===== src/pkg/prf_pkg.sv =====
package prf_pkg;

  // ----------------------------------------------------------------
  // register map (word addresses, one 32-bit word each)
  // ----------------------------------------------------------------
  localparam logic [7:0] ADDR_RAMP_CTRL  = 8'h62;
  localparam logic [7:0] ADDR_CTRL       = 8'h60;
  localparam logic [7:0] ADDR_FLOOR1     = 8'h64;
  localparam logic [7:0] ADDR_FLOOR2     = 8'h65;
  localparam logic [7:0] ADDR_FLOOR3     = 8'h66;
  localparam logic [7:0] ADDR_TARGET2    = 8'h68;
  localparam logic [7:0] ADDR_TARGET3    = 8'h69;
  localparam logic [7:0] ADDR_DUTY2      = 8'h6a;
  localparam logic [7:0] ADDR_DUTY3      = 8'h6b;

  // ----------------------------------------------------------------
  // field positions and reset values
  // ----------------------------------------------------------------
  localparam int CH3_RATE_LSB = 0;
  localparam int CH3_ON_BIT   = 3;
  localparam int CH2_RATE_LSB = 4;
  localparam int CH2_ON_BIT   = 7;
  localparam int LOCK_BIT     = 0;
  localparam int AUTO_BIT     = 1;
  localparam logic [7:0] RAMP_RESET  = 8'h00;
  localparam logic [7:0] FLOOR_RESET = 8'h80;
  localparam logic [7:0] DUTY_RESET  = 8'h00;

  // ----------------------------------------------------------------
  // timing: a 33% to 100% swing is 171 duty steps; 35 s at step 1
  // ----------------------------------------------------------------
  localparam int  CLK_HZ       = 40_000_000;
  localparam int  SLOW_RAMP_MS = 35_000;
  localparam int  SWING_STEPS  = 171;
  localparam longint SLOT_CYCLES_L =
    (longint'(SLOW_RAMP_MS) * longint'(CLK_HZ)) / (longint'(1000) * SWING_STEPS);
  localparam int  SLOT_CYCLES  = int'(SLOT_CYCLES_L);

  typedef struct packed {
    logic [7:0] ramp;
    logic [1:0] ctrl;
    logic [7:0] floor1;
    logic [7:0] floor2;
    logic [7:0] floor3;
    logic [7:0] target2;
    logic [7:0] target3;
    logic [7:0] duty2;
    logic [7:0] duty3;
    logic [31:0] slot_cnt;
    logic [31:0] rdata;
    logic        rvalid;
    logic        wait_req;
  } prf_state_type;

endpackage : prf_pkg


===== src/design/prf_top.sv =====
`timescale 1ns/10ps
// How it works
// - when the lock bit is 1, writes to the ramp register are dropped without notice.
// - with channel 3 smoothing on, its duty walks toward the target instead of jumping.
// - channel 3 rate code maps to steps 1,2,3,5,8,12,24,48.
// - one time slot is sized so step 1 takes about 35 s across 33 to 100 percent.
// - bit 3 turns channel 3 ramping on; off means the duty jumps at once.
// - bits 6 to 4 hold channel 2 rate code with the same mapping.
// - bit 7 turns channel 2 ramping on.
// - reset clears the ramp register to zero.
// - floor value is linear duty, 0x00 off, 0xff full.
// - floor registers are read-only in automatic fan control mode.
module prf_top #(
  parameter int SLOT_LEN = prf_pkg::SLOT_CYCLES
) (
  input  wire logic        CLK,
  input  wire logic        RESET,
  input  wire logic [7:0]  ADDRESS,
  input  wire logic        READ,
  input  wire logic        WRITE,
  input  wire logic [31:0] WRITEDATA,
  output logic [31:0]      READDATA,
  output logic             WAITREQUEST,
  output logic [7:0]       PWM2_DUTY,
  output logic [7:0]       PWM3_DUTY,
  output logic [7:0]       PWM1_FLOOR,
  output logic [7:0]       PWM2_FLOOR,
  output logic [7:0]       PWM3_FLOOR
);

  prf_pkg::prf_state_type s_r;
  prf_pkg::prf_state_type s_nxt;

  // ----------------------------------------------------------------
  // helpers
  // ----------------------------------------------------------------
  function automatic logic [7:0] step_of(input logic [2:0] code);
    case (code)
      3'h0: step_of = 8'h01;
      3'h1: step_of = 8'h02;
      3'h2: step_of = 8'h03;
      3'h3: step_of = 8'h05;
      3'h4: step_of = 8'h08;
      3'h5: step_of = 8'h0c;
      3'h6: step_of = 8'h18;
      default: step_of = 8'h30;
    endcase
  endfunction : step_of

  // clamped walk: never passes the target
  function automatic logic [7:0] walk(input logic [7:0] cur, input logic [7:0] tgt,
                                      input logic [7:0] stp);
    logic [7:0] gap;
    gap = 8'h00;
    if (cur < tgt) begin
      gap = tgt - cur;
      walk = (gap <= stp) ? tgt : cur + stp;
    end else begin
      gap = cur - tgt;
      walk = (gap <= stp) ? tgt : cur - stp;
    end
  endfunction : walk

  logic slot_tick;
  logic wr_ok;
  logic locked;
  logic auto_mode;
  // the slot counter runs free, so a new target may wait up to one slot
  // before its first step; the lag is traded for a single shared counter
  assign slot_tick = (s_r.slot_cnt == 32'(SLOT_LEN - 1));
  assign locked    = s_r.ctrl[prf_pkg::LOCK_BIT];
  assign auto_mode = s_r.ctrl[prf_pkg::AUTO_BIT];
  // every access waits one cycle; a write lands at the edge that ends the
  // answer cycle, the same edge at which the master sees waitrequest low
  assign wr_ok     = WRITE && !READ && !WAITREQUEST;

  // ----------------------------------------------------------------
  // next state
  // ----------------------------------------------------------------
  always_comb begin
    s_nxt = s_r;
    s_nxt.rvalid = 1'b0;
    s_nxt.wait_req = 1'b1;
    s_nxt.slot_cnt = slot_tick ? 32'h0 : s_r.slot_cnt + 32'h1;

    if (WAITREQUEST && (READ || WRITE)) begin
      s_nxt.rvalid = 1'b1;
      s_nxt.wait_req = 1'b0;
    end

    if (wr_ok) begin
      case (ADDRESS)
        prf_pkg::ADDR_RAMP_CTRL: begin
          if (!locked) begin
            s_nxt.ramp = WRITEDATA[7:0];
          end
        end
        prf_pkg::ADDR_CTRL: begin
          // lock is sticky until reset
          s_nxt.ctrl[prf_pkg::LOCK_BIT] = locked | WRITEDATA[prf_pkg::LOCK_BIT];
          s_nxt.ctrl[prf_pkg::AUTO_BIT] = WRITEDATA[prf_pkg::AUTO_BIT];
        end
        prf_pkg::ADDR_FLOOR1: if (!auto_mode) s_nxt.floor1 = WRITEDATA[7:0];
        prf_pkg::ADDR_FLOOR2: if (!auto_mode) s_nxt.floor2 = WRITEDATA[7:0];
        prf_pkg::ADDR_FLOOR3: if (!auto_mode) s_nxt.floor3 = WRITEDATA[7:0];
        prf_pkg::ADDR_TARGET2: s_nxt.target2 = WRITEDATA[7:0];
        prf_pkg::ADDR_TARGET3: s_nxt.target3 = WRITEDATA[7:0];
        default: ;
      endcase
    end

    // with ramping on, a new target is picked up at the next slot edge; with it off, the duty takes it at once
    // channel 2 duty
    if (!s_r.ramp[prf_pkg::CH2_ON_BIT]) begin
      s_nxt.duty2 = s_nxt.target2;
    end else if (slot_tick) begin
      s_nxt.duty2 = walk(s_r.duty2, s_r.target2,
                         step_of(s_r.ramp[prf_pkg::CH2_RATE_LSB +: 3]));
    end

    // channel 3 duty
    if (!s_r.ramp[prf_pkg::CH3_ON_BIT]) begin
      s_nxt.duty3 = s_nxt.target3;
    end else if (slot_tick) begin
      s_nxt.duty3 = walk(s_r.duty3, s_r.target3,
                         step_of(s_r.ramp[prf_pkg::CH3_RATE_LSB +: 3]));
    end

    s_nxt.rdata = 32'h0;
    case (ADDRESS)
      prf_pkg::ADDR_RAMP_CTRL: s_nxt.rdata = {24'h0, s_r.ramp};
      prf_pkg::ADDR_CTRL:      s_nxt.rdata = {30'h0, s_r.ctrl};
      prf_pkg::ADDR_FLOOR1:    s_nxt.rdata = {24'h0, s_r.floor1};
      prf_pkg::ADDR_FLOOR2:    s_nxt.rdata = {24'h0, s_r.floor2};
      prf_pkg::ADDR_FLOOR3:    s_nxt.rdata = {24'h0, s_r.floor3};
      prf_pkg::ADDR_TARGET2:   s_nxt.rdata = {24'h0, s_r.target2};
      prf_pkg::ADDR_TARGET3:   s_nxt.rdata = {24'h0, s_r.target3};
      prf_pkg::ADDR_DUTY2:     s_nxt.rdata = {24'h0, s_r.duty2};
      prf_pkg::ADDR_DUTY3:     s_nxt.rdata = {24'h0, s_r.duty3};
      default:                 s_nxt.rdata = 32'h0;
    endcase
  end

  // ----------------------------------------------------------------
  // state register
  // ----------------------------------------------------------------
  always_ff @(posedge CLK or posedge RESET) begin
    if (RESET) begin
      s_r.ramp     <= prf_pkg::RAMP_RESET;
      s_r.ctrl     <= 2'h0;
      s_r.floor1   <= prf_pkg::FLOOR_RESET;
      s_r.floor2   <= prf_pkg::FLOOR_RESET;
      s_r.floor3   <= prf_pkg::FLOOR_RESET;
      s_r.target2  <= prf_pkg::DUTY_RESET;
      s_r.target3  <= prf_pkg::DUTY_RESET;
      s_r.duty2    <= prf_pkg::DUTY_RESET;
      s_r.duty3    <= prf_pkg::DUTY_RESET;
      s_r.slot_cnt <= 32'h0;
      s_r.rdata    <= 32'h0;
      s_r.rvalid   <= 1'b0;
      s_r.wait_req <= 1'b1;
    end else begin
      s_r <= s_nxt;
    end
  end

  assign WAITREQUEST = s_r.wait_req;
  assign READDATA   = s_r.rdata;
  assign PWM2_DUTY  = s_r.duty2;
  assign PWM3_DUTY  = s_r.duty3;
  assign PWM1_FLOOR = s_r.floor1;
  assign PWM2_FLOOR = s_r.floor2;
  assign PWM3_FLOOR = s_r.floor3;
endmodule : prf_top


===== config.mk =====
export PLATFORM = sky130hd
export DESIGN_NAME = prf_top
export DESIGN_NICKNAME = d
export VERILOG_FILES = /design/src/pkg/prf_pkg.sv /design/src/design/prf_top.sv
export SDC_FILE = /design/constraint.sdc
export NUM_CORES = 1
export LEC_CHECK = 0
export ABC_AREA = 1
export BUFFER_PORTS_ARGS = -buffer_cell sky130_fd_sc_hd__buf_2
export CELL_PAD_IN_SITES_DETAIL_PLACEMENT = 0
export CELL_PAD_IN_SITES_GLOBAL_PLACEMENT = 2
export CORE_AREA = 2 2 117 233
export DETAILED_ROUTE_END_ITERATION = 10
export DIE_AREA = 0 0 119 235
export PLACE_DENSITY_LB_ADDON = 0.1
export SLEW_MARGIN = 15
export SYNTH_ARGS = -nofsm -noshare
export SYNTH_HDL_FRONTEND = slang
export SYNTH_SLANG_ARGS = --single-unit

===== constraint.sdc =====
create_clock -name CLK -period 7.03 [get_ports CLK]
set_clock_uncertainty 0.05 [all_clocks]
set_input_delay 0.703 -clock CLK [delete_from_list [all_inputs] [get_ports CLK]]
set_output_delay 0.703 -clock CLK [all_outputs]
set_load 0.005 [all_outputs]

==> impl_metrics.toml, run 1 <==
[critical_path]
crit_path_top_delay_cell = "dfrtp_1"
rr_startpoint = "PWM3_DUTY[4]$_DFFE_PP0P_"
setup.worst_path.end = "PWM3_DUTY[4]$_DFFE_PP0P_"
r2r_slack_ps = 3350
crit_path_max_fanout = 15
cp.depth = 14
crit_required_ps = 7250
cp_cell_sequence = "inv_1 > ha_1 > nand2_1 > nand2_1 > a31oi_1 > xor2_1 > ha_1 > a21o_1 > o22ai_1 > nand3_2 > nand3_1 > nand2_1 > nand3_1 > nand2_1"
worstSetupStartpoint = "PWM3_DUTY[4]$_DFFE_PP0P_"
worstSetupPathType = "flop to flop"
cp_num_buf_inv = 1
worst-r2r-cell-count = 14
path_delay_family = "simple AND/OR/NAND/NOR gates"
critPathLaunchType = "flop"
end_kind = "flop"
path_common_cell = "nand2_1"
cp_data_arrival_time_ps = 3900
r2r-end = "PWM3_DUTY[4]$_DFFE_PP0P_"
crit_path_max_incr_delay_ps = 550

[finish]
area_growth_pct = 4.76
diodes = 0
nets = 1442
post_route_cells_drive_above_1_share = 0.117
fillCellCount = 2919

[floorplan]
io_pins = 117
die_w_um = 119
row_count = 84
dieArea_um2 = 28000
core_um2 = 26200
die_y_um = 235
start_util = 0.367

[place]
port_buffers = 68
dp_slack_ps = 3280
routabilityCongestion = 0.889
dp_hpwl_mm = 28.9

[grt]
grt_pass1_wl_mm = 52.2
grtUsageMet3 = 0.0216
grt_pass1_vias = 8878
grt_use_met1 = 0.215
antenna_found_initial = 0
overflow = 0
grt_usage = 0.250
grt.met2_usage = 0.526
grt_max_degree = 69
grt_most_used_layer = "met2"

[clock_network]
path_clk_slew_ps = 90
post_cts.repair.setup_buffers = 0
cts_buffer_depth = 2
htreeDepth = 3
tritoncts = "done"
cts_hold_buf = 0
clock-root-buffer = "clkbuf_16"
cts_num_sinks = 107
cts_resized = 0
numCtsBuffers = 9
clock_latency_ps = 380

[routing]
wl_per_cell_um = 20.9
first_pass_iters = 6
drc_errors = 0
detail_route.iter0.violations = 480
drt_wl_total_mm = 34.6
viasPerCell = 5.08
ant_nets = 0
num_vias = 8438

[logic_synthesis]
yosysWarnings = 0
yosysSeqAreaShare = 0.279
synth.area.top_cells = "dfrtp_1 (27%), nand2_1 (11%), ha_1 (10%)"
ys_ff_latch = 107
syn_avg_cell_area_um2 = 7.37
synth_edf_count = 0
ys_types = 61
synth_top_area_frac = 0.269
async_reset_ff_frac = 1.00
yosysTopAreaCell = "dfrtp_1"
synthFlopType = "dfrtp_1"
synth_area_um2 = 9600
synth_cells = 1303

[timing]
slew_viol_final = 0
hold_violations = 0
tightest_slew_ps = 990
max_freq_ghz = 0.272
setup_viol = 0
rsz0062_at_grt = "no"
fin_crit_ps = 3680
final.setup.tns_ps = 0
period_share = 0.524
postLayoutSetupSlackWorst_ps = 3350
relSlewSlack = 0.340

[pwr]
p_per_area_nw_per_um2 = 158
power_leakage_nw = 5.01
max-vdd-ir-drop_mv = 0.0976

[hold_path]
hp-class = "input pin to async pin"

[status]
outcome = "complete, no violations"

[run]
cap_violations = 0
==> cell families (layout without fill, tap and decap cells) <==
| group | Yosys count | count (layout) | share of synthesized area |
|---|---|---|---|
| other | 1 | 24 | 0.000391 |
| buffers and inverters | 299 | 290 | 0.155 |
| adders and majority gates | 86 | 86 | 0.118 |
| xor gates and xnor gates | 54 | 54 | 0.0508 |
| AOI/OAI and AO/OA | 199 | 199 | 0.124 |
| and+or+nand+nor | 557 | 557 | 0.273 |
| DFF | 107 | 107 | 0.279 |
==> state kept, by name (all words and copies together), names as in the netlist <==
name	cells
PWM3_DUTY	8
auto_mode	1
PWM2_DUTY	8
READDATA	8
PWM3_FLOOR	8
locked	1
s_r	56
WAITREQUEST	1
PWM2_FLOOR	8
PWM1_FLOOR	8
==> worst min-delay path by stage <==
stage	slack (ps)	cells past startpoint	to	startpoint
2_1_floorplan	410	1	WAITREQUEST$_DFF_PP1_	WAITREQUEST$_DFF_PP1_
3_3_place_gp	410	1	WAITREQUEST$_DFF_PP1_	WAITREQUEST$_DFF_PP1_
3_5_place_dp	420	1	WAITREQUEST$_DFF_PP1_	WAITREQUEST$_DFF_PP1_
4_1_cts	340	2	s_r[34]$_DFF_PP0_	RESET
5_1_grt	370	2	PWM2_FLOOR[0]$_DFFE_PP0P_	RESET
6_report	320	2	PWM2_FLOOR[0]$_DFFE_PP0P_	RESET
==> metal layers <==
metal | part of all wire | wire [um]
met1 | 0.31 | 10800
met2 | 0.61 | 21000
met3 | 0.020 | 678
met4 | 0.064 | 2210
met5 | 0 | 0
==> power by group <==
| part | total [mW] | internal (mW) | switching (mW) |
|---|---|---|---|
| clock | 0.532 | 0.258 | 0.274 |
| sequential | 0.631 | 0.622 | 0.00935 |
| combinational | 0.424 | 0.130 | 0.293 |
| total | 1.59 | 1.01 | 0.576 |
==> cell type report <==
| type | count | area (um^2) | share of cell area |
|---|---|---|---|
| inverter | 204 | 771 | 0.0766 |
| tap | 344 | 430 | 0.0428 |
| timing repair buffer | 70 | 355 | 0.0353 |
| multi-input combinational | 920 | 5520 | 0.549 |
| clock buffer | 10 | 239 | 0.0238 |
| sequential | 107 | 2680 | 0.267 |
| clock inverter | 6 | 60.1 | 0.00597 |
==> metrics by stage <==
step / std cells / power [mW] / instance area (um^2) / utilization / hold slack (ps)
after floorplan: 1326 / 0.971 / 9690 / - / 410
after global placement: 1645 / 1.07 / 9760 / 0.373 / 410
after detailed placement: 1645 / 1.07 / 9760 / 0.373 / 421
after CTS: 1661 / 1.61 / 10100 / 0.384 / 340
after global routing: 1661 / 1.68 / 10100 / 0.384 / 368
final: 1661 / 1.59 / 10100 / 0.384 / 316
==> Yosys cell counts, drive strengths merged (2+ instances only) <==
master / count
nand2: 288
inv: 200
nor2: 105
dfrtp: 103
buf: 88
nand3: 83
o21ai: 83
ha: 78
a21oi: 56
xor2: 48
nor3: 31
nand4: 25
nor4: 15
o211ai: 14
o22ai: 12
a221oi: 8
fa: 8
clkbuf: 7
a31oi: 6
xnor2: 6
o21bai: 5
or2: 5
a21o: 4
clkinv: 4
dfstp: 4
nand3b: 3
a211oi: 2
a22o: 2
o31ai: 2
==> cells in the final DEF, fill, tap and decap left out, types with 21 or more instances in the layout <==
cell type,Yosys,layout
nand3_1,77,77
nor2_1,93,93
a21oi_1,51,51
xor2_1,46,46
inv_1,194,193
conb_1,1,24
buf_2,5,68
o21ai_1,23,23
nand4_1,21,21
nand2_1,275,275
nor3_1,29,29
ha_1,78,78
o21ai_0,56,56
dfrtp_1,103,103
(Power assumes the default switching activity.)
==> run 2: changes to the inputs <==
--- a/config.mk
+++ b/config.mk
@@ -5,13 +5,13 @@
 export SDC_FILE = /design/constraint.sdc
 export NUM_CORES = 1
 export LEC_CHECK = 0
-export ABC_AREA = 1
+export ABC_AREA = 0
 export BUFFER_PORTS_ARGS = -buffer_cell sky130_fd_sc_hd__buf_2
 export CELL_PAD_IN_SITES_DETAIL_PLACEMENT = 0
 export CELL_PAD_IN_SITES_GLOBAL_PLACEMENT = 2
-export CORE_AREA = 2 2 117 233
+export CORE_AREA = 2 2 113 225
 export DETAILED_ROUTE_END_ITERATION = 10
-export DIE_AREA = 0 0 119 235
+export DIE_AREA = 0 0 115 227
 export PLACE_DENSITY_LB_ADDON = 0.1
 export SLEW_MARGIN = 15
 export SYNTH_ARGS = -nofsm -noshare
==> constraint.sdc (replaced) <==
create_clock -name CLK -period 3.6 [get_ports CLK]
set_clock_uncertainty 0.05 [all_clocks]
set_input_delay 0.36 -clock CLK [delete_from_list [all_inputs] [get_ports CLK]]
set_output_delay 0.36 -clock CLK [all_outputs]
set_load 0.005 [all_outputs]
==> run 2 against run 1 <==
Against the previous run:
- sequential share of layout area fell by 0.25 points
- first-iteration DRC count decreased by 35%
- non-clock buffer count grew 83
- maximum frequency increased by 5.9%
- clock power up 92%
- global-route usage is 3.5 points lower
- utilization rose by 3.3 points
- critical path depth grew 2
- combinational power rose to 3.0 times the previous value
- routed wire length fell by 22%
- setup slack worse by 3200 ps
==> impl_metrics.toml, run 2 <==
[critical_path]
crit_path_top_delay_cell = "dfrtp_1"
cp_num_buf_inv = 2
worstSetupStartpoint = "s_r[83]$_DFF_PP0_"
crit_required_ps = 3850
cp_cell_sequence = "ha_1 > nor2b_1 > o31a_1 > or2_4 > a21oi_2 > xnor2_2 > ha_1 > nand4_1 > o22a_1 > o31ai_1 > buf_4 > o21ai_2 > mux2i_2 > buf_6 > mux2_2 > a31oi_2"
cp_data_arrival_time_ps = 3720
end_kind = "flop"
critPathLaunchType = "flop"
rr_startpoint = "s_r[83]$_DFF_PP0_"
path_delay_family = "compound AO/OA/AOI/OAI gates"
crit_path_max_incr_delay_ps = 410
path_common_cell = "ha_1"
crit_path_max_fanout = 6
worstSetupPathType = "flop to flop"

[routing]
drt_wl_total_mm = 27.1
ant_nets = 0
num_vias = 7180
viasPerCell = 5.27
first_pass_iters = 5
wl_per_cell_um = 19.9
drc_errors = 0
detail_route.iter0.violations = 310

[finish]
final_cell_mix = "dfrtp_1 (102), buf_4 (79), nand2_1 (75), nor2_1 (73), ha_1 (73)"
finalNonFillerCells = 1362
fin_util = 0.418
area_growth_pct = 14.2
final_common_cell = "dfrtp_1"
post_route_cells_drive_above_1_share = 0.258
largest_reg_flops = 56
nets = 1197
regMostFlops = "s_r"
diodes = 0

[logic_synthesis]
ys_ff_latch = 107
ys_types = 78
synth_edf_count = 0
yosysSeqAreaShare = 0.302
synth.area.top_cells = "dfrtp_1 (29%), ha_1 (11%), buf_4 (6.1%)"
yosysWarnings = 0
synth_cells = 989
yosysMostFrequentCell = "dfrtp_1"
syn_avg_cell_area_um2 = 8.99
synth_commonest_cells = "dfrtp_1 (103), ha_1 (78), inv_1 (75), nand2_1 (75), nor2_1 (74)"
synth_top_area_frac = 0.290
yosysTopAreaCell = "dfrtp_1"
async_reset_ff_frac = 1.00
synthFlopType = "dfrtp_1"
synth_area_um2 = 8900

[timing]
relSlewSlack = 0.527
setup_viol = 0
tightest_slew_ps = 710
rsz0062_at_grt = "yes"
period_share = 0.966
slew_viol_final = 0
max_freq_ghz = 0.288
fin_hold_ws_ps = 78.5
hold_violations = 0
fin_crit_ps = 3480
final.setup.tns_ps = 0

[run]
cap_violations = 0

[place]
dp.cells = 1341
routabilityCongestion = 0.805
port_buffers = 68
dp_hpwl_mm = 22.2

[pwr]
report.power.total_mw = 3.55
p_per_area_nw_per_um2 = 349
power_leakage_nw = 4.85
max-vdd-ir-drop_mv = 0.258

[floorplan]
io_pins = 117
dieArea_um2 = 26100
core_um2 = 24300
start_util = 0.366
row_count = 81
die_w_um = 115
die_y_um = 227

[grt]
grt_usage = 0.215
grt_pass1_wl_mm = 42.0
antenna_found_initial = 0
grt_max_degree = 90
overflow = 0
grt_pass1_vias = 7499

[status]
outcome = "complete, no violations"

[clock_network]
clock_latency_ps = 380
path_clk_slew_ps = 90
clock-root-buffer = "clkbuf_16"
cts_buffer_depth = 2
numCtsBuffers = 9
htreeDepth = 3
cts_num_sinks = 107
tritoncts = "done"

[hold_path]
hp-class = "input pin to flop"
worstHoldStart = "WRITE"
run 2: cell count changes in the layout (fill, tap and decap cells not counted), sizes merged, moves of 31 or more:
cell / previous run / this run
buf: 70 / 152
inv: 202 / 80
mux2: 0 / 44
nand2: 288 / 75
nand3: 83 / 24
nor2: 105 / 74
o21ai: 83 / 45
run 2: area by class of cell:
| class | instances | area [um^2] |
|---|---|---|
| tap | 290 | 363 |
| clock buffer | 9 | 225 |
| multi-input combinational | 721 | 5500 |
| sequential | 107 | 2680 |
| clock inverter | 7 | 75.1 |
| fill | 2504 | 14200 |
| inverter | 75 | 284 |
| timing repair buffer | 153 | 1030 |
run 2: stage by stage:
stage          instance area, um^2  setup WS (ps)
6_report                     10200            124
5_1_grt                      10200          -93.5
4_1_cts                       9970           20.4
3_5_place_dp                  9610           -147
3_3_place_gp                  9610          -67.6
2_1_floorplan                 8980           25.9
run 2: cells by family after synthesis:
family                     share of synthesized area
muxes                                         0.0892
buffers and inverters                          0.111
other                                       0.000422
DFF                                            0.302
and+or+nand+nor                                0.161
AOI/OAI and AO/OA                              0.161
xor gates and xnor gates                      0.0482
adders and majority gates                      0.128
run 2: what timing repair did:
action / CTS / global route
pin swaps: 7 / 18
endpoints found under the setup margin: 11 / 14
hold buffers: 1 / 0
endpoints found under the hold margin: 18 / 0
gates resized for setup: 11 / 31
buffers inserted: 1 / 4
run 2: routing by layer:
metal / track usage / part of all wire / vias to the layer above
li1: - / - / 3532
met1: 0.217 / 0.36 / 3504
met2: 0.432 / 0.59 / 102
met3: 0.0253 / 0.018 / 42
met4: 0.0843 / 0.037 / 0
met5: 0 / 0 / -
run 2: final timing paths:
check                                           end  depth (start not counted)  slack, ps
min in group asynchronous         s_r[59]$_DFF_PP0_                          3        420
setup / recovery           PWM3_DUTY[0]$_DFFE_PP0P_                         16        120
hold reg to reg               WAITREQUEST$_DFF_PP1_                          1        430
hold / removal                WAITREQUEST$_DFF_PP1_                          2         80
max in group asynchronous         s_r[92]$_DFF_PP0_                          4       2270
setup reg to reg           PWM3_DUTY[0]$_DFFE_PP0P_                         16        120
run 2: power breakdown:
part	internal [mW]	switching (mW)
Clock	0.496	0.524
Combinational	0.603	0.690
Sequential	1.22	0.0176
Total	2.32	1.23
run 2: worst register-to-register path: cells and delay by family, from the launching register on:
family / cells / cell delay, ps
adders and majority gates: 2 / 630
AOI/OAI and AO/OA: 6 / 880
and+or+nand+nor: 3 / 500
muxes: 2 / 500
buffers and inverters: 2 / 340
xor gates and xnor gates: 1 / 100
DFF: 1 / 410
